## config.mk

```make
export PLATFORM = sky130hd
export DESIGN_NAME = csm_spi_engine
export DESIGN_NICKNAME = d
export VERILOG_FILES = /design/src/inc/csm_pkg.sv /design/src/csm_timer.sv /design/src/csm_fifo.sv /design/src/csm_spi_engine.sv
export SDC_FILE = /design/constraint.sdc
export NUM_CORES = 1
export LEC_CHECK = 0
export BUFFER_PORTS_ARGS = -buffer_cell sky130_fd_sc_hd__buf_2
export CORE_MARGIN = 10
export CORE_UTILIZATION = 58
export CTS_BUF_LIST = sky130_fd_sc_hd__clkbuf_8
export DETAILED_ROUTE_END_ITERATION = 10
export PLACE_DENSITY = 0.79
export SLEW_MARGIN = 20
export SYNTH_ARGS = -nofsm -noshare
export SYNTH_HDL_FRONTEND = slang
export SYNTH_SLANG_ARGS = --single-unit
```

## constraint.sdc

```tcl
create_clock -name ref_clk -period 6 [get_ports ref_clk]
set_input_delay 0.9 -clock ref_clk [delete_from_list [all_inputs] [get_ports ref_clk]]
set_output_delay 0.9 -clock ref_clk [all_outputs]
set_load 0.03 [all_outputs]
```

## src/inc/csm_pkg.sv

```systemverilog
// package: constants, carriers and state of the configurable spi engine
// assumes a single 250 MHz ref_clk and a synchronous active-low reset
package csm_pkg;

  localparam int unsigned CLK_PERIOD_PS  = 4000;
  localparam int unsigned US_PS          = 1000000;
  localparam int unsigned CYC_PER_US     = US_PS / CLK_PERIOD_PS;
  localparam int unsigned WORD_BITS      = 8;
  localparam int unsigned TX_FIFO_DEPTH  = 16;
  localparam int unsigned TMR_W          = 20;

  localparam logic [3:0]       EDGE_LAST    = 4'hF;
  localparam logic [4:0]       EDGES_WORD   = 5'h10;
  localparam logic [1:0]       DEFAULT_MODE = 2'h1;
  // sclk half periods in ref_clk cycles for divide by 4, 16, 64, 128
  localparam logic [TMR_W-1:0] HALF_DIV4    = 20'h00002;
  localparam logic [TMR_W-1:0] HALF_DIV16   = 20'h00008;
  localparam logic [TMR_W-1:0] HALF_DIV64   = 20'h00020;
  localparam logic [TMR_W-1:0] HALF_DIV128  = 20'h00040;

  typedef enum logic [3:0] {
    ST_IDLE  = 4'h1,
    ST_RUN   = 4'h2,
    ST_DONE  = 4'h4,
    ST_SLAVE = 4'h8
  } csm_state_t;

  typedef struct packed {
    logic       bit_driven_variant;
    logic       fixed_defaults;
    logic       master_en;
    logic       polarity;
    logic       clock_phase;
    logic       mode_valid;
    logic [1:0] mode;
    logic       lsb_first;
    logic [1:0] clock_divider_setting;
    logic       ss_none;
    logic       select_suppress;
    logic       irq_en;
    logic [7:0] read_fill_value;
    logic [7:0] speed_us;
    logic [7:0] setup_us;
  } csm_cfg_t;

  typedef struct packed {
    logic       read_only;
    logic [7:0] data;
  } csm_txw_t;

  typedef struct packed {
    csm_state_t st;
    logic [3:0] edge_cnt;
    logic [7:0] tx;
    logic [7:0] rx;
    logic       sclk;
    logic       ss_n;
    logic [7:0] rx_data;
    logic       rx_valid;
    logic       irq;
    logic       sclk_prev;
    logic       ss_prev;
    logic [2:0] scnt;
  } csm_core_t;

  localparam csm_core_t CORE_RST = '{
    st: ST_IDLE, edge_cnt: 4'h0, tx: 8'h00, rx: 8'h00, sclk: 1'b0,
    ss_n: 1'b1, rx_data: 8'h00, rx_valid: 1'b0, irq: 1'b0,
    sclk_prev: 1'b0, ss_prev: 1'b1, scnt: 3'h0};

endpackage

```

## src/csm_timer.sv

```systemverilog
// file: down counter timing one sclk half period
// assumes load only when idle or in the cycle that done is high
`timescale 1ns/1ps
module csm_timer
  import csm_pkg::*;
#(
  parameter int unsigned W = TMR_W
)(
  input  wire logic         ref_clk,
  input  wire logic         rst_n,
  input  wire logic         load,
  input  wire logic [W-1:0] value,
  output logic              done
);

  logic [W-1:0] cnt_q;
  logic [W-1:0] cnt_d;

  always_comb
  begin
    cnt_d = cnt_q;
    if (load)
      cnt_d = value;
    else if (cnt_q != '0)
      cnt_d = cnt_q - 1'b1;
  end

  // done fires value cycles after load
  // no load term: the reload in the done cycle would loop back on done
  assign done = (cnt_q == {{(W-1){1'b0}}, 1'b1});

  always_ff @(posedge ref_clk)
  begin
    if (!rst_n)
      cnt_q <= '0;
    else
      cnt_q <= cnt_d;
  end

endmodule // csm_timer

```

## src/csm_fifo.sv

```systemverilog
// file: flop based word fifo on the transmit path
// assumes depth is a power of two
`timescale 1ns/1ps
module csm_fifo
  import csm_pkg::*;
#(
  parameter int unsigned WIDTH = $bits(csm_txw_t),
  parameter int unsigned DEPTH = TX_FIFO_DEPTH
)(
  input  wire logic             ref_clk,
  input  wire logic             rst_n,
  input  wire logic             in_valid,
  output logic                  in_ready,
  input  wire logic [WIDTH-1:0] in_data,
  output logic                  out_valid,
  input  wire logic             out_ready,
  output logic [WIDTH-1:0]      out_data
);

  localparam int unsigned AW = $clog2(DEPTH);

  typedef struct packed {
    logic [DEPTH-1:0][WIDTH-1:0] mem;
    logic [AW:0]                 wr;
    logic [AW:0]                 rd;
  } csm_fifo_st_t;

  csm_fifo_st_t q;
  csm_fifo_st_t d;
  logic         push;
  logic         pull;

  // extra pointer bit tells full from empty
  assign in_ready  = (q.wr[AW-1:0] != q.rd[AW-1:0]) ||
                     (q.wr[AW] == q.rd[AW]);
  assign out_valid = (q.wr != q.rd);
  assign out_data  = q.mem[q.rd[AW-1:0]];
  assign push      = in_valid && in_ready;
  assign pull      = out_valid && out_ready;

  always_comb
  begin
    d = q;
    if (push)
    begin
      d.mem[q.wr[AW-1:0]] = in_data;
      d.wr = q.wr + 1'b1;
    end
    if (pull)
      d.rd = q.rd + 1'b1;
  end

  always_ff @(posedge ref_clk)
  begin
    if (!rst_n)
      q <= '0;
    else
      q <= d;
  end

endmodule // csm_fifo

```

## src/csm_spi_engine.sv

```systemverilog
// file: configurable spi transfer engine, master or slave, 8 bit words
// assumes pins synchronous to ref_clk; pin buffers outside use the oe_n
// Functional notes
// - bit driven variant runs as master only, never slave
// - select set to none: no select output is generated
// - select suppress high stops select output, low generates it
// - bit order setting picks msb or lsb first, both directions
// - fixed pin variant role setting picks master or slave
// - polarity sets idle level of the serial clock
// - master clock is ref clock divided by 4, 16, 64 or 128
// - interrupt option gates the transfer interrupt output
// - read only words send the fill byte, default zero
// - bit driven mode 0 to 3, mode 1 when none given
// - four clock modes fix which edges sample and set up
// - speed N sets each sclk half period to N us
// - setup value delays sampling of the data input
// - speed and setup only apply with an explicit mode
// - generated select goes low for transfer, high after
// - fixed pin variant alone: slave, polarity 0, phase 0
`timescale 1ns/1ps
module csm_spi_engine
  import csm_pkg::*;
#(
  parameter int unsigned FIFO_DEPTH = TX_FIFO_DEPTH
)(
  input  wire logic     ref_clk,
  input  wire logic     rst_n,
  input  wire csm_cfg_t cfg,
  input  wire logic     tx_valid,
  output logic          tx_ready,
  input  wire csm_txw_t tx_word,
  output logic [7:0]    rx_data,
  output logic          rx_valid,
  output logic          xfer_irq,
  output logic          busy,
  output logic          sclk_o,
  output logic          sclk_oe_n,
  input  wire logic     sclk_i,
  output logic          mosi_o,
  output logic          mosi_oe_n,
  input  wire logic     mosi_i,
  output logic          miso_o,
  output logic          miso_oe_n,
  input  wire logic     miso_i,
  output logic          ss_n_o,
  output logic          ss_oe_n,
  input  wire logic     ss_n_i
);

  csm_core_t        q;
  csm_core_t        d;
  csm_txw_t         fifo_word;
  logic             fifo_valid;
  logic             pop;
  logic             tmr_load;
  logic             tmr_done;
  logic [TMR_W-1:0] tmr_val;
  logic [TMR_W-1:0] half_cnt;
  logic [TMR_W-1:0] setup_cnt;
  logic [1:0]       eff_mode;
  logic             eff_master;
  logic             eff_cpol;
  logic             eff_cpha;
  logic             eff_lsb;
  logic             eff_ss;
  logic             eff_irq;
  logic             timed;
  logic             tx_bit;
  logic             sin;
  logic [7:0]       rx_shift;
  logic [7:0]       tx_shift;
  logic [7:0]       load_byte;
  logic [7:0]       slave_byte;
  logic             slv_lead;
  logic             slv_trail;
  logic             s_sample;
  logic             s_shift;
  logic             m_sample;
  logic             start;
  logic [4:0]       tog_q;

  csm_fifo #(
    .WIDTH ($bits(csm_txw_t)),
    .DEPTH (FIFO_DEPTH)
  ) u_fifo (
    .ref_clk   (ref_clk),
    .rst_n     (rst_n),
    .in_valid  (tx_valid),
    .in_ready  (tx_ready),
    .in_data   (tx_word),
    .out_valid (fifo_valid),
    .out_ready (pop),
    .out_data  (fifo_word)
  );

  csm_timer #(
    .W (TMR_W)
  ) u_timer (
    .ref_clk (ref_clk),
    .rst_n   (rst_n),
    .load    (tmr_load),
    .value   (tmr_val),
    .done    (tmr_done)
  );

  // effective settings per variant
  always_comb
  begin
    eff_mode = cfg.mode_valid ? cfg.mode : DEFAULT_MODE;
    if (cfg.bit_driven_variant)
    begin
      eff_master = 1'b1;
      eff_cpol   = eff_mode[1];
      eff_cpha   = eff_mode[0];
      eff_ss     = !cfg.ss_none;
    end
    else if (cfg.fixed_defaults)
    begin
      eff_master = 1'b0;
      eff_cpol   = 1'b0;
      eff_cpha   = 1'b0;
      eff_ss     = 1'b0;
    end
    else
    begin
      eff_master = cfg.master_en;
      eff_cpol   = cfg.polarity;
      eff_cpha   = cfg.clock_phase;
      eff_ss     = !cfg.select_suppress;
    end
    eff_lsb = cfg.lsb_first &&
              (cfg.bit_driven_variant || !cfg.fixed_defaults);
    eff_irq = cfg.irq_en &&
              (cfg.bit_driven_variant || !cfg.fixed_defaults);
    timed   = cfg.bit_driven_variant && cfg.mode_valid;
  end

  // sclk half period; long waits are fine, the timer is 20 bits wide
  always_comb
  begin
    case (cfg.clock_divider_setting)
      2'h0:    half_cnt = HALF_DIV4;
      2'h1:    half_cnt = HALF_DIV16;
      2'h2:    half_cnt = HALF_DIV64;
      default: half_cnt = HALF_DIV128;
    endcase
    if (timed && cfg.speed_us != 8'h00)
      half_cnt = TMR_W'(cfg.speed_us) * TMR_W'(CYC_PER_US);
    setup_cnt = timed ? TMR_W'(cfg.setup_us) * TMR_W'(CYC_PER_US)
                      : '0;
  end

  // shift paths shared by master and slave
  assign tx_bit     = eff_lsb ? q.tx[0] : q.tx[7];
  assign sin        = eff_master ? miso_i : mosi_i;
  assign rx_shift   = eff_lsb ? {sin, q.rx[7:1]}
                              : {q.rx[6:0], sin};
  assign tx_shift   = eff_lsb ? {1'b0, q.tx[7:1]} : {q.tx[6:0], 1'b0};
  assign load_byte  = fifo_word.read_only ? cfg.read_fill_value
                                          : fifo_word.data;
  assign slave_byte = fifo_valid ? load_byte : cfg.read_fill_value;
  assign start      = (q.st == ST_IDLE) && eff_master && fifo_valid;

  always_comb
  begin
    d           = q;
    d.rx_valid  = 1'b0;
    d.irq       = 1'b0;
    d.sclk_prev = sclk_i;
    d.ss_prev   = ss_n_i;
    pop         = 1'b0;
    tmr_load    = 1'b0;
    tmr_val     = half_cnt;
    // even edge numbers are leading edges
    m_sample  = !q.edge_cnt[0] ^ eff_cpha;
    slv_lead  = (q.sclk_prev == eff_cpol) && (sclk_i != eff_cpol);
    slv_trail = (q.sclk_prev != eff_cpol) && (sclk_i == eff_cpol);
    s_sample  = eff_cpha ? slv_trail : slv_lead;
    // no shift before the first sample: the first bit is preloaded
    s_shift   = (eff_cpha ? slv_lead : slv_trail) && (q.scnt != 3'h0);
    case (q.st)
      ST_IDLE:
      begin
        d.sclk = eff_cpol;
        d.ss_n = 1'b1;
        if (!eff_master)
          d.st = ST_SLAVE;
        else if (fifo_valid)
        begin
          pop        = 1'b1;
          d.tx       = load_byte;
          d.rx       = 8'h00;
          d.edge_cnt = 4'h0;
          d.ss_n     = !eff_ss;
          tmr_load   = 1'b1;
          tmr_val    = half_cnt + (eff_cpha ? '0 : setup_cnt);
          d.st       = ST_RUN;
        end
      end
      ST_RUN:
      begin
        if (tmr_done)
        begin
          d.sclk = !q.sclk;
          if (m_sample)
            d.rx = rx_shift;
          else if (q.edge_cnt != 4'h0)
            d.tx = tx_shift;
          if (q.edge_cnt == EDGE_LAST)
            d.st = ST_DONE;
          else
          begin
            d.edge_cnt = q.edge_cnt + 4'h1;
            tmr_load   = 1'b1;
            tmr_val    = half_cnt +
                         ((q.edge_cnt[0] ^ eff_cpha) ? setup_cnt
                                                     : '0);
          end
        end
      end
      ST_DONE:
      begin
        d.rx_data  = q.rx;
        d.rx_valid = 1'b1;
        d.irq      = eff_irq;
        d.ss_n     = 1'b1;
        d.st       = ST_IDLE;
      end
      ST_SLAVE:
      begin
        d.sclk = eff_cpol;
        d.ss_n = 1'b1;
        if (eff_master)
          d.st = ST_IDLE;
        else if (ss_n_i)
          d.scnt = 3'h0;
        else if (q.ss_prev)
        begin
          // an edge in the select cycle is lost; masters leave a gap
          pop  = fifo_valid;
          d.tx = slave_byte;
          d.rx = 8'h00;
        end
        else if (s_sample)
        begin
          d.rx   = rx_shift;
          d.scnt = q.scnt + 3'h1;
          if (q.scnt == 3'h7)
          begin
            d.rx_data  = rx_shift;
            d.rx_valid = 1'b1;
            d.irq      = eff_irq;
            pop        = fifo_valid;
            d.tx       = slave_byte;
          end
        end
        else if (s_shift)
          d.tx = tx_shift;
      end
      default:
        d = CORE_RST;
    endcase
  end

  always_ff @(posedge ref_clk)
  begin
    if (!rst_n)
      q <= CORE_RST;
    else
      q <= d;
  end

  // sclk edges in the current master word, read by checks only
  always_ff @(posedge ref_clk)
  begin
    if (!rst_n || q.st == ST_IDLE)
      tog_q <= 5'h00;
    else if (q.st == ST_RUN && tmr_done)
      tog_q <= tog_q + 5'h01;
  end

  assign sclk_o    = q.sclk;
  assign sclk_oe_n = !eff_master;
  assign mosi_o    = tx_bit;
  assign mosi_oe_n = !eff_master;
  assign miso_o    = tx_bit;
  assign miso_oe_n = eff_master || ss_n_i;
  assign ss_n_o    = q.ss_n;
  assign ss_oe_n   = !(eff_master && eff_ss);
  assign rx_data   = q.rx_data;
  assign rx_valid  = q.rx_valid;
  assign xfer_irq  = q.irq;
  assign busy      = (q.st == ST_RUN) || (q.st == ST_DONE);

  bitdrv_master_only_a: assert property (
    @(posedge ref_clk) disable iff (!rst_n)
    cfg.bit_driven_variant [*2] |-> q.st != ST_SLAVE && !sclk_oe_n)
    else $error("bit driven variant left master role");

  ss_none_quiet_a: assert property (
    @(posedge ref_clk) disable iff (!rst_n)
    cfg.bit_driven_variant && cfg.ss_none |-> ss_oe_n)
    else $error("select driven although set to none");

  ss_suppress_quiet_a: assert property (
    @(posedge ref_clk) disable iff (!rst_n)
    !cfg.bit_driven_variant && cfg.select_suppress |-> ss_oe_n)
    else $error("select driven although suppressed");

  idle_clock_level_a: assert property (
    @(posedge ref_clk) disable iff (!rst_n)
    q.st == ST_IDLE && !start |=> sclk_o == $past(eff_cpol))
    else $error("idle clock level differs from polarity");

  div_four_half_a: assert property (
    @(posedge ref_clk) disable iff (!rst_n)
    tmr_load && tmr_val == HALF_DIV4 |-> ##1 !tmr_done ##1 tmr_done)
    else $error("divide by four half period is not two cycles");

  irq_gate_a: assert property (
    @(posedge ref_clk) disable iff (!rst_n)
    xfer_irq |-> $past(eff_irq) && rx_valid)
    else $error("interrupt raised while disabled");

  fill_byte_a: assert property (
    @(posedge ref_clk) disable iff (!rst_n)
    start && fifo_word.read_only |=> q.tx == $past(cfg.read_fill_value))
    else $error("read only word did not load the fill byte");

  default_mode_a: assert property (
    @(posedge ref_clk) disable iff (!rst_n)
    cfg.bit_driven_variant && !cfg.mode_valid |-> !eff_cpol && eff_cpha)
    else $error("missing mode did not fall back to mode 1");

  speed_half_a: assert property (
    @(posedge ref_clk) disable iff (!rst_n)
    timed && cfg.speed_us == 8'h01 |-> half_cnt == 20'h000FA)
    else $error("speed of one us is not 250 cycles per half");

  untimed_no_setup_a: assert property (
    @(posedge ref_clk) disable iff (!rst_n)
    !cfg.mode_valid |-> setup_cnt == '0 && half_cnt <= HALF_DIV128)
    else $error("delay applied without an explicit mode");

  ss_frame_low_a: assert property (
    @(posedge ref_clk) disable iff (!rst_n)
    start && eff_ss |=> (!ss_n_o) [*8])
    else $error("select not held low at transfer start");

  edges_per_word_a: assert property (
    @(posedge ref_clk) disable iff (!rst_n)
    q.st == ST_DONE |-> tog_q == EDGES_WORD ##1 rx_valid)
    else $error("master word did not take sixteen clock edges");

endmodule // csm_spi_engine

```

# After elaboration in Yosys (flattened, before gate mapping)
# Cells that the tools add are included.
# word_totals
out_inout_bits	20
input_bits	54
ff_bits	215
word_cells	205
# op_classes
order_cmp	3
eq_ne	36
add_sub_neg	7
muxes	79
n_mul	2
n_bitwise	6
reduce_logical	41
# ops
op	n
2-to-1 mux 20 bit	8
bitwise mux 144 bit	1
2-to-1 mux 16 bit	6
2-to-1 mux 8 bit	11
one-hot mux 17 bit (4 select lines)	1
2-to-1 mux 10 bit	5
adder 20 x 16 -> 20 bit	2
one-hot mux 20 bit (2 select lines)	1
binary-select mux 9 bit (select 4 bit)	1
demux 9 bit (select 4 bit)	1
multiplier 8 x 7 -> 15 bit (second input constant)	2
one-hot mux 10 bit (3 select lines)	1
!= test 2 bit (second input constant)	14
2-to-1 mux 25 bit	1
2-to-1 mux 24 bit	1
one-hot mux 4 bit (3 select lines)	2
2-to-1 mux 1 bit	23
one-hot mux 7 bit (3 select lines)	1
== test 20 x 1 -> 1 bit (second input constant)	1
nonzero test 20 bit	1
subtractor 20 x 1 -> 20 bit (second input constant)	1
2-to-1 mux 9 bit	2
2-to-1 mux 4 bit	4
2-to-1 mux 3 bit	4
40 further kinds	79

# Depth between registers and ports, before layout
# Gate-level depths: netlist (run 1).
# depth
word_depth	12
ltp_mapped	24

# Cells and area by module
# From an unflattened synthesis (run 1), not the netlist that was laid out.
# unflattened
cells_unflattened	1748
area_unflattened_um2	15696.3
# modules_own_cells
module	area_per_inst_um2	cells_each	seq_area_each_um2	n_inst
csm_spi_engine	7453.4	913	820.8	1
csm_fifo	7039.3	681	3083.0	1
csm_timer	1203.7	154	400.4	1

# Worst setup path after synthesis (run 1)
# Ideal clock, no wire load.
# synth_path
kind	input port to flip-flop
from	input port cfg[11] in the netlist's numbering
to	register u_timer.cnt_q[13]
stages	20
t_arrival_ns	5.581
setup_time_ns	0.131
setup_slack_ns	0.288
n_path_buf	0
cell_sequence	inv_1 fa_1 fa_1 fa_1 fa_1 inv_1 ha_1 inv_1 o22ai_1 o41ai_1 xor2_1 nor2_1 ha_1 and2_1 nand3_1 a211oi_1 or4_1 and3_1 a221oi_1 nor2_1
# synth_between
elab_chain_len	8
# synth_rtl
item	line_no	rtl
start, declared	csm_spi_engine.sv:28	input wire csm_cfg_t cfg,
parallel branches: the longest is 2 deep, another holds multiplier 8 x 7 -> 15 bit	--	
2-to-1 mux 20 bit (*)	csm_spi_engine.sv:147	if (timed && cfg.speed_us != 8'h00)
adder 20 x 16 -> 20 bit, on equally long branches	csm_spi_engine.sv:215, csm_spi_engine.sv:196	
2-to-1 mux 20 bit, on equally long branches	csm_spi_engine.sv:209, csm_spi_engine.sv:188	
2-to-1 mux 20 bit, on equally long branches	csm_spi_engine.sv:202, csm_spi_engine.sv:186	
one-hot mux 20 bit (2 select lines) (*)	csm_spi_engine.sv:181	case (q.st)
2-to-1 mux 20 bit (*)	csm_timer.sv:22	if (load)
end signal, assigned	csm_timer.sv:37	cnt_q <= cnt_d;
end, declared	csm_timer.sv:16	logic [W-1:0] cnt_q;
# Mark *: on every way between the ends.
# A chain may end at the register's enable or synchronous reset.

# Worst setup path in the final report (run 1)
# layout_path
from	input port cfg[0] in the netlist's numbering
to	register u_timer.cnt_q[13]
# layout_between
elab_chain_len	8
# layout_rtl
item	line_no	rtl
multiplier 8 x 7 -> 15 bit (*)	csm_spi_engine.sv:149	setup_cnt = timed ? TMR_W'(cfg.setup_us) * TMR_W'(CYC_PER_US)
2-to-1 mux 16 bit (*)	csm_spi_engine.sv:149	
2-to-1 mux 16 bit, on equally long branches	csm_spi_engine.sv:216, csm_spi_engine.sv:196	
adder 20 x 16 -> 20 bit, on equally long branches	csm_spi_engine.sv:215, csm_spi_engine.sv:196	
2-to-1 mux 20 bit, on equally long branches	csm_spi_engine.sv:209, csm_spi_engine.sv:188	
2-to-1 mux 20 bit, on equally long branches	csm_spi_engine.sv:202, csm_spi_engine.sv:186	
one-hot mux 20 bit (2 select lines) (*)	csm_spi_engine.sv:181	
2-to-1 mux 20 bit (*)	csm_timer.sv:22	
# Mark *: on every way between the ends. The rest lies on a longest branch, timed or not.

==> flow_metrics.py, run 1 <==
metrics = {
    "pwr": {
        "intPower_mw": 3.27,
        "switching_share_pct": 38.8,
        "p_sw_mw": 2.08,
        "seqPwrFrac_pct": 29.9,
        "peakVddDrop_mv": 0.187,
        "powerDensity_nw_per_um2": 339,
        "comb_power_share_pct": 46.4,
        "power.leakage_nw": 7.75,
        "pwr-share-clk_pct": 23.8,
    },
    "final_layout": {
        "seqCellArea_sq_um": 4310,
        "utilization_pct": 64.6,
        "multi_input_area_sq_um": 9260,
        "syn_to_final_growth_pct": 9.58,
        "num_antenna_cells": 0,
        "drive_gt1_share_pct": 13.6,
        "nets": 1868,
        "fillers": 1979,
    },
    "setup_path": {
        "cp.required_ns": 6.37,
        "cp_cell_sequence": "buf_2, fa_1, xor2_1, ha_1, fa_1, inv_1, fa_1, inv_1, ha_1, o21ai_0, a21boi_0, o21ai_1, a21oi_1, xor2_1, nand2_1, nor2_1, ha_1, and2_1, nand3_1, a211oi_1, or4_1, and3_1, a221oi_1, nor2_1",
        "critPathArrivalTime_ns": 6.01,
        "crit_fanout": 2,
        "critPathLaunchType": "input port",
        "cp_slowest_cell": "fa_1",
        "max_stage_delay_ns": 0.57,
        "path_class": "input port to flop",
        "crit_path_end_kind": "flop",
    },
    "die": {
        "coreArea_sq_um": 24400,
        "die_area_sq_um": 31500,
        "design.portCount": 74,
        "die-width_microns": 177,
        "start_util_pct": 59.0,
        "fp.dieH_microns": 177,
        "num_rows": 57,
    },
    "global_routing": {
        "grt_overflow": 0,
        "grt_max_degree": 95,
        "grt_pass1_wl_microns": 57700,
        "grt_pass1_vias": 11548,
        "track_usage_pct": 22.1,
        "antenna_found_initial": 1,
    },
    "placed_design": {
        "gp_congestion": 0.954,
        "hpwl_microns": 25500,
        "numPortBuffers": 73,
        "pre_cts_ws_ns": -0.255,
    },
    "clock_tree": {
        "clock_path_buffers": 3,
        "cts_tree": "yes",
        "clock-sinks": 215,
        "clk-insertion-delay-late_ns": 0.53,
        "holdBufCountCts": 0,
        "root_buffer": "clkbuf_8",
        "clkTransAtPathRegs_ns": 0.06,
        "cts-buffers-inserted": 36,
        "cts_htree_levels": 2,
    },
    "synthesis": {
        "yosys-top-cells-area": "dfxtp_1 30%, mux2i_1 11%, ha_1 10%, nor2_1 7.5%, fa_1 6.3%",
        "synth_nets": 1816,
        "yosys.area.top_type": "dfxtp_1",
        "synthArstFlopShare_pct": 0,
        "synth_edf_count": 0,
        "ys_warn_count": 0,
        "synth_seq_cells": 215,
        "yosysUniqueCellTypes": 66,
        "synth_most_common_cell": "nor2_1",
        "yosysSeqAreaShare_pct": 29.9,
        "yosysTopAreaCellShare_pct": 29.9,
        "ys.flop_type": "dfxtp_1",
        "synth_area_sq_um": 14400,
        "synth_cells": 1597,
        "avgSynthCellArea_sq_um": 9.01,
        "yosys-top-cells-count": "288 x nor2_1, 215 x dfxtp_1, 158 x mux2i_1, 120 x ha_1, 108 x inv_1",
    },
    "route": {
        "drt_wl_total_microns": 35400,
        "wire_per_inst_microns": 17.7,
        "ant_nets": 0,
        "dr_total_vias": 11698,
        "dr.pass1.iters": 6,
        "detail_route.iter0.violations": 1004,
        "viasPerCell": 5.86,
        "drc_errors": 0,
    },
    "sta": {
        "post-route-period-util_pct": 94.0,
        "max_freq_mhz": 177,
        "fin_setup_tns_ns": 0,
        "final_max_slew_viol_count": 0,
        "worst_pin_slew_ns": 0.916,
        "setup_violations": 0,
        "setup_ws_ns": 0.358,
        "skew_ns": 0.0217,
        "hold_violations": 0,
        "rsz0062_at_grt": "no",
        "slew_headroom_pct": 39.0,
        "period_minus_slack_ns": 5.64,
    },
    "status": {
        "outcome": "complete, no violations",
    },
    "flow_run": {
        "drv_cap": 0,
    },
    "hold_path": {
        "hold_class": "flop to flop",
    },
}
state kept, by name, indices dropped and copies added, names as in the netlist:
name / count
xfer_irq: 1
rx_data: 8
ss_n_o: 1
sclk_o: 1
q: 29
rx_valid: 1
u_timer.cnt_q: 20
u_fifo.q: 154
cell families after synthesis:
| family | synth area share, % |
|---|---|
| buffers and inverters | 5.79 |
| DFF | 29.9 |
| AOI/OAI and AO/OA | 10.5 |
| and+or+nand+nor | 15.3 |
| xor gates and xnor gates | 4.69 |
| adders and majority gates | 16.7 |
| muxes | 17.1 |
metal layers:
layer / share of wire (%) / routed length (microns) / track usage [%] / up-vias
met5: 0.034 / 12 / 0 / -
met4: 2.2 / 775 / 6.81 / 2
met3: 7.6 / 2690 / 4.21 / 63
met2: 45 / 16000 / 35.2 / 404
met1: 45 / 15900 / 29.9 / 5580
li1: - / - / - / 5649
cells in the final DEF (no fill, tap or decap), types with 23 or more instances in the layout:
cell	synthesis	layout
clkbuf_8	0	47
xor2_1	37	37
xnor2_1	40	40
nand3_1	31	31
fa_1	45	45
buf_2	6	73
mux2i_1	158	158
o22ai_1	23	23
o21ai_0	41	40
a21oi_1	68	68
dfxtp_1	215	214
mux4_2	30	30
nor3_1	25	25
inv_1	108	118
buf_4	10	41
nor2_1	288	288
nand2_1	58	58
ha_1	120	120
layout make-up:
| cell class | instances | share of cell area, % |
|---|---|---|
| well taps | 324 | 2.57 |
| multi-input cells | 1174 | 58.8 |
| clock inverters | 14 | 0.397 |
| clock buffers | 47 | 4.10 |
| flip-flops and latches | 215 | 27.3 |
| repair buffers | 114 | 4.27 |
| inverters | 108 | 2.59 |
power by group through the flow:
stage	clock [mW]	sequential (mW)	combinational (mW)
final	1.27	1.60	2.48
after global routing	1.35	1.61	2.74
after CTS	1.29	1.59	2.44
after detailed placement	0	1.62	2.41
after global placement	0	1.62	2.36
after floorplan	0	1.61	1.83
critical path: cells and delay by family:
kind,cells,cell delay (ns)
xor gates and xnor gates,2,0.35
AOI/OAI and AO/OA,6,0.98
and+or+nand+nor,7,1.20
adders and majority gates,6,2.35
buffers and inverters,3,0.21
through the flow:
| stage | total power, mW | area, sq um | instances | hold WS [ns] |
|---|---|---|---|---|
| finish | 5.35 | 15800 | 1996 | 0.482 |
| global route | 5.70 | 15800 | 1996 | 0.510 |
| CTS | 5.32 | 15800 | 1996 | 0.485 |
| detailed placement | 4.04 | 15000 | 1935 | 0.469 |
| global placement | 3.98 | 15000 | 1935 | 0.459 |
| floorplan | 3.44 | 14400 | 1597 | 0.444 |
final timing paths:
path              slack, ns  cells after the start                 to   startpoint
setup / recovery       0.36                     24  u_timer.cnt_q[13]       cfg[0]
hold / removal         0.48                      2               q[0]         q[0]
setup reg to reg       2.36                      9  u_timer.cnt_q[15]  u_fifo.q[1]
hold reg to reg        0.48                      2               q[0]         q[0]
repair_timing:
action,4_1_cts,5_1_grt
buffers inserted,0,0
gates resized for setup,0,2
endpoints found under the setup margin,0,1
hold endpoints to repair,0,0
Power figures use the tool's default switching activity.
==> run 2: changes to the inputs <==
--- a/config.mk
+++ b/config.mk
@@ -7,10 +7,9 @@
 export LEC_CHECK = 0
 export BUFFER_PORTS_ARGS = -buffer_cell sky130_fd_sc_hd__buf_2
 export CORE_MARGIN = 10
-export CORE_UTILIZATION = 58
-export CTS_BUF_LIST = sky130_fd_sc_hd__clkbuf_8
+export CORE_UTILIZATION = 57
 export DETAILED_ROUTE_END_ITERATION = 10
-export PLACE_DENSITY = 0.79
+export PLACE_DENSITY = 0.78
 export SLEW_MARGIN = 20
 export SYNTH_ARGS = -nofsm -noshare
 export SYNTH_HDL_FRONTEND = slang
==> flow_metrics.py, run 2 (same netlist as run 1, synthesis figures left out) <==
metrics = {
    "status": {
        "outcome": "complete, no violations",
    },
    "final_layout": {
        "drive_gt1_share_pct": 12.7,
        "num_antenna_cells": 0,
        "utilization_pct": 62.9,
        "largest_register_ffs": 154,
        "final_common_cell": "nor2_1",
        "syn_to_final_growth_pct": 9.42,
        "fillers": 2030,
        "nets": 1850,
        "largest_register": "u_fifo.q",
        "reg_top3": "u_fifo.q (154), q (29), u_timer.cnt_q (20)",
        "layout_common_cells": "288 x nor2_1, 214 x dfxtp_1, 158 x mux2i_1, 120 x ha_1, 107 x inv_1",
    },
    "sta": {
        "skew_ns": 0.0245,
        "setup_violations": 0,
        "max_freq_mhz": 176,
        "slew_headroom_pct": 32.6,
        "whs_ns": 0.480,
        "hold_violations": 0,
        "final_max_slew_viol_count": 0,
        "fin_setup_tns_ns": 0,
        "period_minus_slack_ns": 5.68,
        "worst_pin_slew_ns": 1.01,
        "post-route-period-util_pct": 94.6,
        "rsz0062_at_grt": "no",
    },
    "route": {
        "dr.pass1.iters": 5,
        "wire_per_inst_microns": 17.7,
        "detail_route.iter0.violations": 883,
        "drt_wl_total_microns": 35000,
        "ant_nets": 0,
        "dr_total_vias": 11601,
        "drc_errors": 0,
        "viasPerCell": 5.87,
    },
    "clock_tree": {
        "clk-insertion-delay-late_ns": 0.53,
        "clkTransAtPathRegs_ns": 0.06,
        "clock_path_buffers": 3,
        "holdBufCountCts": 0,
        "root_buffer": "clkbuf_16",
        "cts-buffers-inserted": 23,
        "post-cts-setup-buffers": 0,
        "clock-sinks": 215,
        "cts_resized": 0,
        "cts_htree_levels": 1,
        "cts_tree": "yes",
    },
    "die": {
        "start_util_pct": 57.5,
        "fp.dieH_microns": 179,
        "num_rows": 58,
        "die_area_sq_um": 32000,
        "design.portCount": 74,
        "coreArea_sq_um": 25000,
        "die-width_microns": 179,
    },
    "setup_path": {
        "cp.required_ns": 6.36,
        "cp_slowest_cell": "fa_1",
        "crit_fanout": 3,
        "cp_cell_sequence": "buf_2, fa_1, inv_1, fa_1, fa_1, fa_1, inv_1, ha_1, o21ai_0, a21oi_1, o21ai_0, nand2b_1, xnor2_1, nor2_1, ha_1, a21oi_1, a2bb2oi_1, o31ai_1, o41ai_1, xnor2_1, a2bb2oi_1, a31oi_1",
        "crit_path_end_kind": "flop",
        "path_class": "input port to flop",
        "path_buf_inv": 3,
        "crit_family": "adder cells",
        "max_stage_delay_ns": 0.57,
        "critPathArrivalTime_ns": 6.04,
        "critPathLaunchType": "input port",
        "crit_top_cell": "fa_1",
    },
    "global_routing": {
        "grt_pass1_vias": 11577,
        "grt_max_degree": 114,
        "grt_pass1_wl_microns": 57400,
        "grt_overflow": 0,
        "antenna_found_initial": 2,
        "track_usage_pct": 21.5,
    },
    "pwr": {
        "power.leakage_nw": 7.66,
        "peakVddDrop_mv": 0.203,
        "powerDensity_nw_per_um2": 340,
        "power.total_mw": 5.36,
    },
    "placed_design": {
        "gp_congestion": 0.927,
        "numPortBuffers": 73,
        "hpwl_microns": 25200,
    },
    "hold_path": {
        "hold_class": "flop to flop",
    },
    "flow_run": {
        "drv_cap": 0,
    },
}
-- run 2: cell count changes in the layout (fill, tap and decap cells not counted), moves of 2 or more --
| cell | change |
|---|---|
| clkbuf_16 | +23 |
| clkinvlp_4 | +2 |
| clkbuf_8 | -43 |
| clkbuf_1 | +4 |
| buf_4 | -5 |
| clkinv_2 | +4 |
| inv_1 | -11 |
-- run 2: routing by layer --
metal | global-route usage [%] | part of all wire (%) | up-vias
li1 | - | - | 5596
met2 | 36.0 | 47 | 359
met3 | 2.89 | 7.0 | 47
met4 | 5.20 | 1.8 | 0
met1 | 28.8 | 44 | 5599
met5 | 0 | 0 | -
-- run 2: worst paths after layout --
kind	depth (start not counted)	slack, ns	from	to
worst max-delay path	22	0.32	cfg[8]	u_timer.cnt_q[15]
worst min-delay path	2	0.48	q[17]	q[17]
worst max register to register	8	2.34	u_fifo.q[0]	u_timer.cnt_q[15]
worst min register to register	2	0.48	q[17]	q[17]
-- run 2: layout make-up --
type                            instances  area (sq um)  share of cell area [%]
Inverter                              108           410                    2.61
Multi-Input combinational cell       1174          9250                    58.8
Tap cell                              330           413                    2.62
Timing Repair Buffer                  109           636                    4.04
Sequential cell                       215          4310                    27.4
Clock inverter                         10          76.3                   0.485
Clock buffer                           31           646                    4.10
-- run 2: where the power goes --
part	total, mW	internal [mW]	switching (mW)
clock network	1.36	0.763	0.593
logic	2.38	1.03	1.35
registers	1.62	1.52	0.107
total	5.36	3.31	2.05
-- run 2: worst min-delay path: cells and delay by family (launching register included) --
kind,cells,cell delay (ns)
flops,1,0.33
simple gates,1,0.06
compound gates,1,0.05
-- run 2: metrics by stage --
stage | instance area [sq um] | worst slack, ns | cells
floorplan | 14400 | 0.288 | 1597
global placement | 15000 | 0.0190 | 1936
detailed placement | 15000 | -0.147 | 1936
CTS | 15700 | 0.363 | 1977
global route | 15700 | 0.0323 | 1977
finish | 15700 | 0.322 | 1977
==> run 3: changes to the inputs <==
--- a/config.mk
+++ b/config.mk
@@ -6,6 +6,7 @@
 export NUM_CORES = 1
 export LEC_CHECK = 0
 export BUFFER_PORTS_ARGS = -buffer_cell sky130_fd_sc_hd__buf_2
+export CORE_ASPECT_RATIO = 1.25
 export CORE_MARGIN = 10
 export CORE_UTILIZATION = 57
 export DETAILED_ROUTE_END_ITERATION = 10
==> flow_metrics.py, run 3 (same netlist as run 1, synthesis figures left out) <==
metrics = {
    "route": {
        "dr.pass1.iters": 5,
        "detail_route.iter0.violations": 859,
        "dr_total_vias": 11502,
        "viasPerCell": 5.81,
        "drc_errors": 0,
        "drt_wl_total_microns": 34000,
        "wire_per_inst_microns": 17.2,
        "ant_nets": 0,
    },
    "global_routing": {
        "antenna_found_initial": 0,
        "grt_max_degree": 107,
        "track_usage_pct": 20.8,
        "grt_pass1_vias": 11576,
        "grt_pass1_wl_microns": 56600,
        "grt_overflow": 0,
    },
    "clock_tree": {
        "root_buffer": "clkbuf_16",
        "post-cts-setup-buffers": 0,
        "cts-buffers-inserted": 20,
        "clock-sinks": 215,
        "clock_path_buffers": 3,
        "cts_htree_levels": 1,
        "clkTransAtPathRegs_ns": 0.07,
        "clk-insertion-delay-late_ns": 0.49,
        "cts_tree": "yes",
    },
    "status": {
        "outcome": "complete, no violations",
    },
    "setup_path": {
        "critPathLaunchType": "input port",
        "crit_family": "adder cells",
        "cp.required_ns": 6.37,
        "critPathArrivalTime_ns": 6.03,
        "crit_fanout": 3,
        "path_buf_inv": 3,
        "path_class": "input port to flop",
        "crit_top_cell": "fa_1",
        "max_stage_delay_ns": 0.56,
        "crit_path_end_kind": "flop",
        "cp_slowest_cell": "fa_1",
        "cp_cell_sequence": "buf_2, fa_1, inv_1, fa_1, fa_1, fa_1, inv_1, ha_1, o21ai_0, a21oi_1, o21ai_0, a21oi_1, xnor2_1, nor2_1, ha_1, and2_1, nand3_1, a211oi_1, or4_1, and3_1, a221oi_1, nor2_1",
    },
    "flow_run": {
        "drv_cap": 0,
    },
    "final_layout": {
        "num_antenna_cells": 0,
        "fillers": 2090,
        "largest_register_ffs": 154,
        "utilization_pct": 63.8,
        "layout_common_cells": "288 x nor2_1, 214 x dfxtp_1, 158 x mux2i_1, 120 x ha_1, 107 x inv_1",
        "drive_gt1_share_pct": 12.9,
        "largest_register": "u_fifo.q",
        "reg_top3": "u_fifo.q (154), q (29), u_timer.cnt_q (20)",
        "nets": 1855,
        "final_common_cell": "nor2_1",
        "syn_to_final_growth_pct": 9.39,
    },
    "placed_design": {
        "numPortBuffers": 73,
        "hpwl_microns": 25500,
        "gp_congestion": 0.946,
    },
    "pwr": {
        "power.leakage_nw": 7.66,
        "peakVddDrop_mv": 0.196,
        "powerDensity_nw_per_um2": 338,
    },
    "sta": {
        "setup_violations": 0,
        "worst_pin_slew_ns": 1.05,
        "post-route-period-util_pct": 94.4,
        "final_max_slew_viol_count": 0,
        "period_minus_slack_ns": 5.66,
        "skew_ns": 0.00894,
        "slew_headroom_pct": 29.8,
        "max_freq_mhz": 177,
        "rsz0062_at_grt": "no",
        "fin_setup_tns_ns": 0,
        "hold_violations": 0,
    },
    "die": {
        "die_area_sq_um": 32000,
        "num_rows": 64,
        "coreArea_sq_um": 24700,
        "die-width_microns": 162,
        "design.portCount": 74,
        "fp.dieH_microns": 198,
        "start_util_pct": 58.3,
    },
    "hold_path": {
        "hold_class": "flop to flop",
    },
}
==> run 3: cell types whose count changed in the layout (fill, tap and decap cells not counted) <==
cell and delta:
o31ai_2 +1, clkinv_2 -1, o31ai_1 -1, buf_4 +8
inv_4 +1, clkbuf_16 -2, clkbuf_8 -1, inv_16 -1
bufinv_16 +1, inv_6 -2
==> run 3: layout make-up <==
cell class              count  area (sq um)  share of cell area, %
clock buffers              28           582                   3.70
inverters                 108           408                   2.59
well taps                 330           413                   2.62
flip-flops and latches    215          4310                   27.4
multi-input cells        1174          9260                   58.8
repair buffers            117           696                   4.42
clock inverters             8          72.6                  0.461
==> run 3: worst register-to-register path, cell delays in order (launching register included) <==
cell and delay [ns]:
dfxtp_1 0.97, xor2_1 0.20, nor4_1 0.10, nand2b_1 0.14, and2_1 0.58, nand4_1 0.82
mux2i_1 0.38, nor2_1 0.06
==> run 3: worst paths after layout <==
path | start | end | slack (ns) | depth (start not counted)
setup / recovery | cfg[8] | u_timer.cnt_q[13] | 0.34 | 22
hold / removal | q[1] | q[1] | 0.48 | 2
setup reg to reg | u_fifo.q[3] | u_fifo.q[146] | 2.58 | 7
hold reg to reg | q[1] | q[1] | 0.48 | 2
==> run 3: layer usage <==
layer | track usage, % | up-vias | wire [microns] | share of wire [%]
li1 | - | 5600 | - | -
met1 | 25.0 | 5564 | 14300 | 42
met2 | 37.8 | 278 | 17300 | 51
met3 | 2.40 | 60 | 1510 | 4.4
met4 | 6.61 | 0 | 911 | 2.7
met5 | 0 | - | 0 | 0
==> run 3: report_power, final <==
group,switching (mW),internal [mW],total (mW),leakage [nW]
registers,0.0794,1.52,1.60,1.74
clock network,0.549,0.724,1.27,0.315
logic,1.39,1.06,2.45,5.60
total,2.02,3.30,5.32,7.66
==> run 3: what timing repair did <==
action,4_1_cts,5_1_grt
endpoints found under the hold margin,0,0
hold buffers,0,0
setup endpoints to repair,0,1
gates resized for setup,0,1
==> run 3: metrics by stage <==
step | cell area (sq um) | instances | setup WS (ns) | power, mW | hold slack (ns)
final | 15700 | 1980 | 0.335 | 5.32 | 0.483
after detailed placement | 15100 | 1944 | -0.153 | 4.06 | 0.471
after CTS | 15700 | 1980 | 0.357 | 5.33 | 0.482
after floorplan | 14400 | 1597 | 0.288 | 3.44 | 0.444
after global routing | 15700 | 1980 | 0.0160 | 5.69 | 0.502
after global placement | 15100 | 1944 | -0.0111 | 4.00 | 0.460
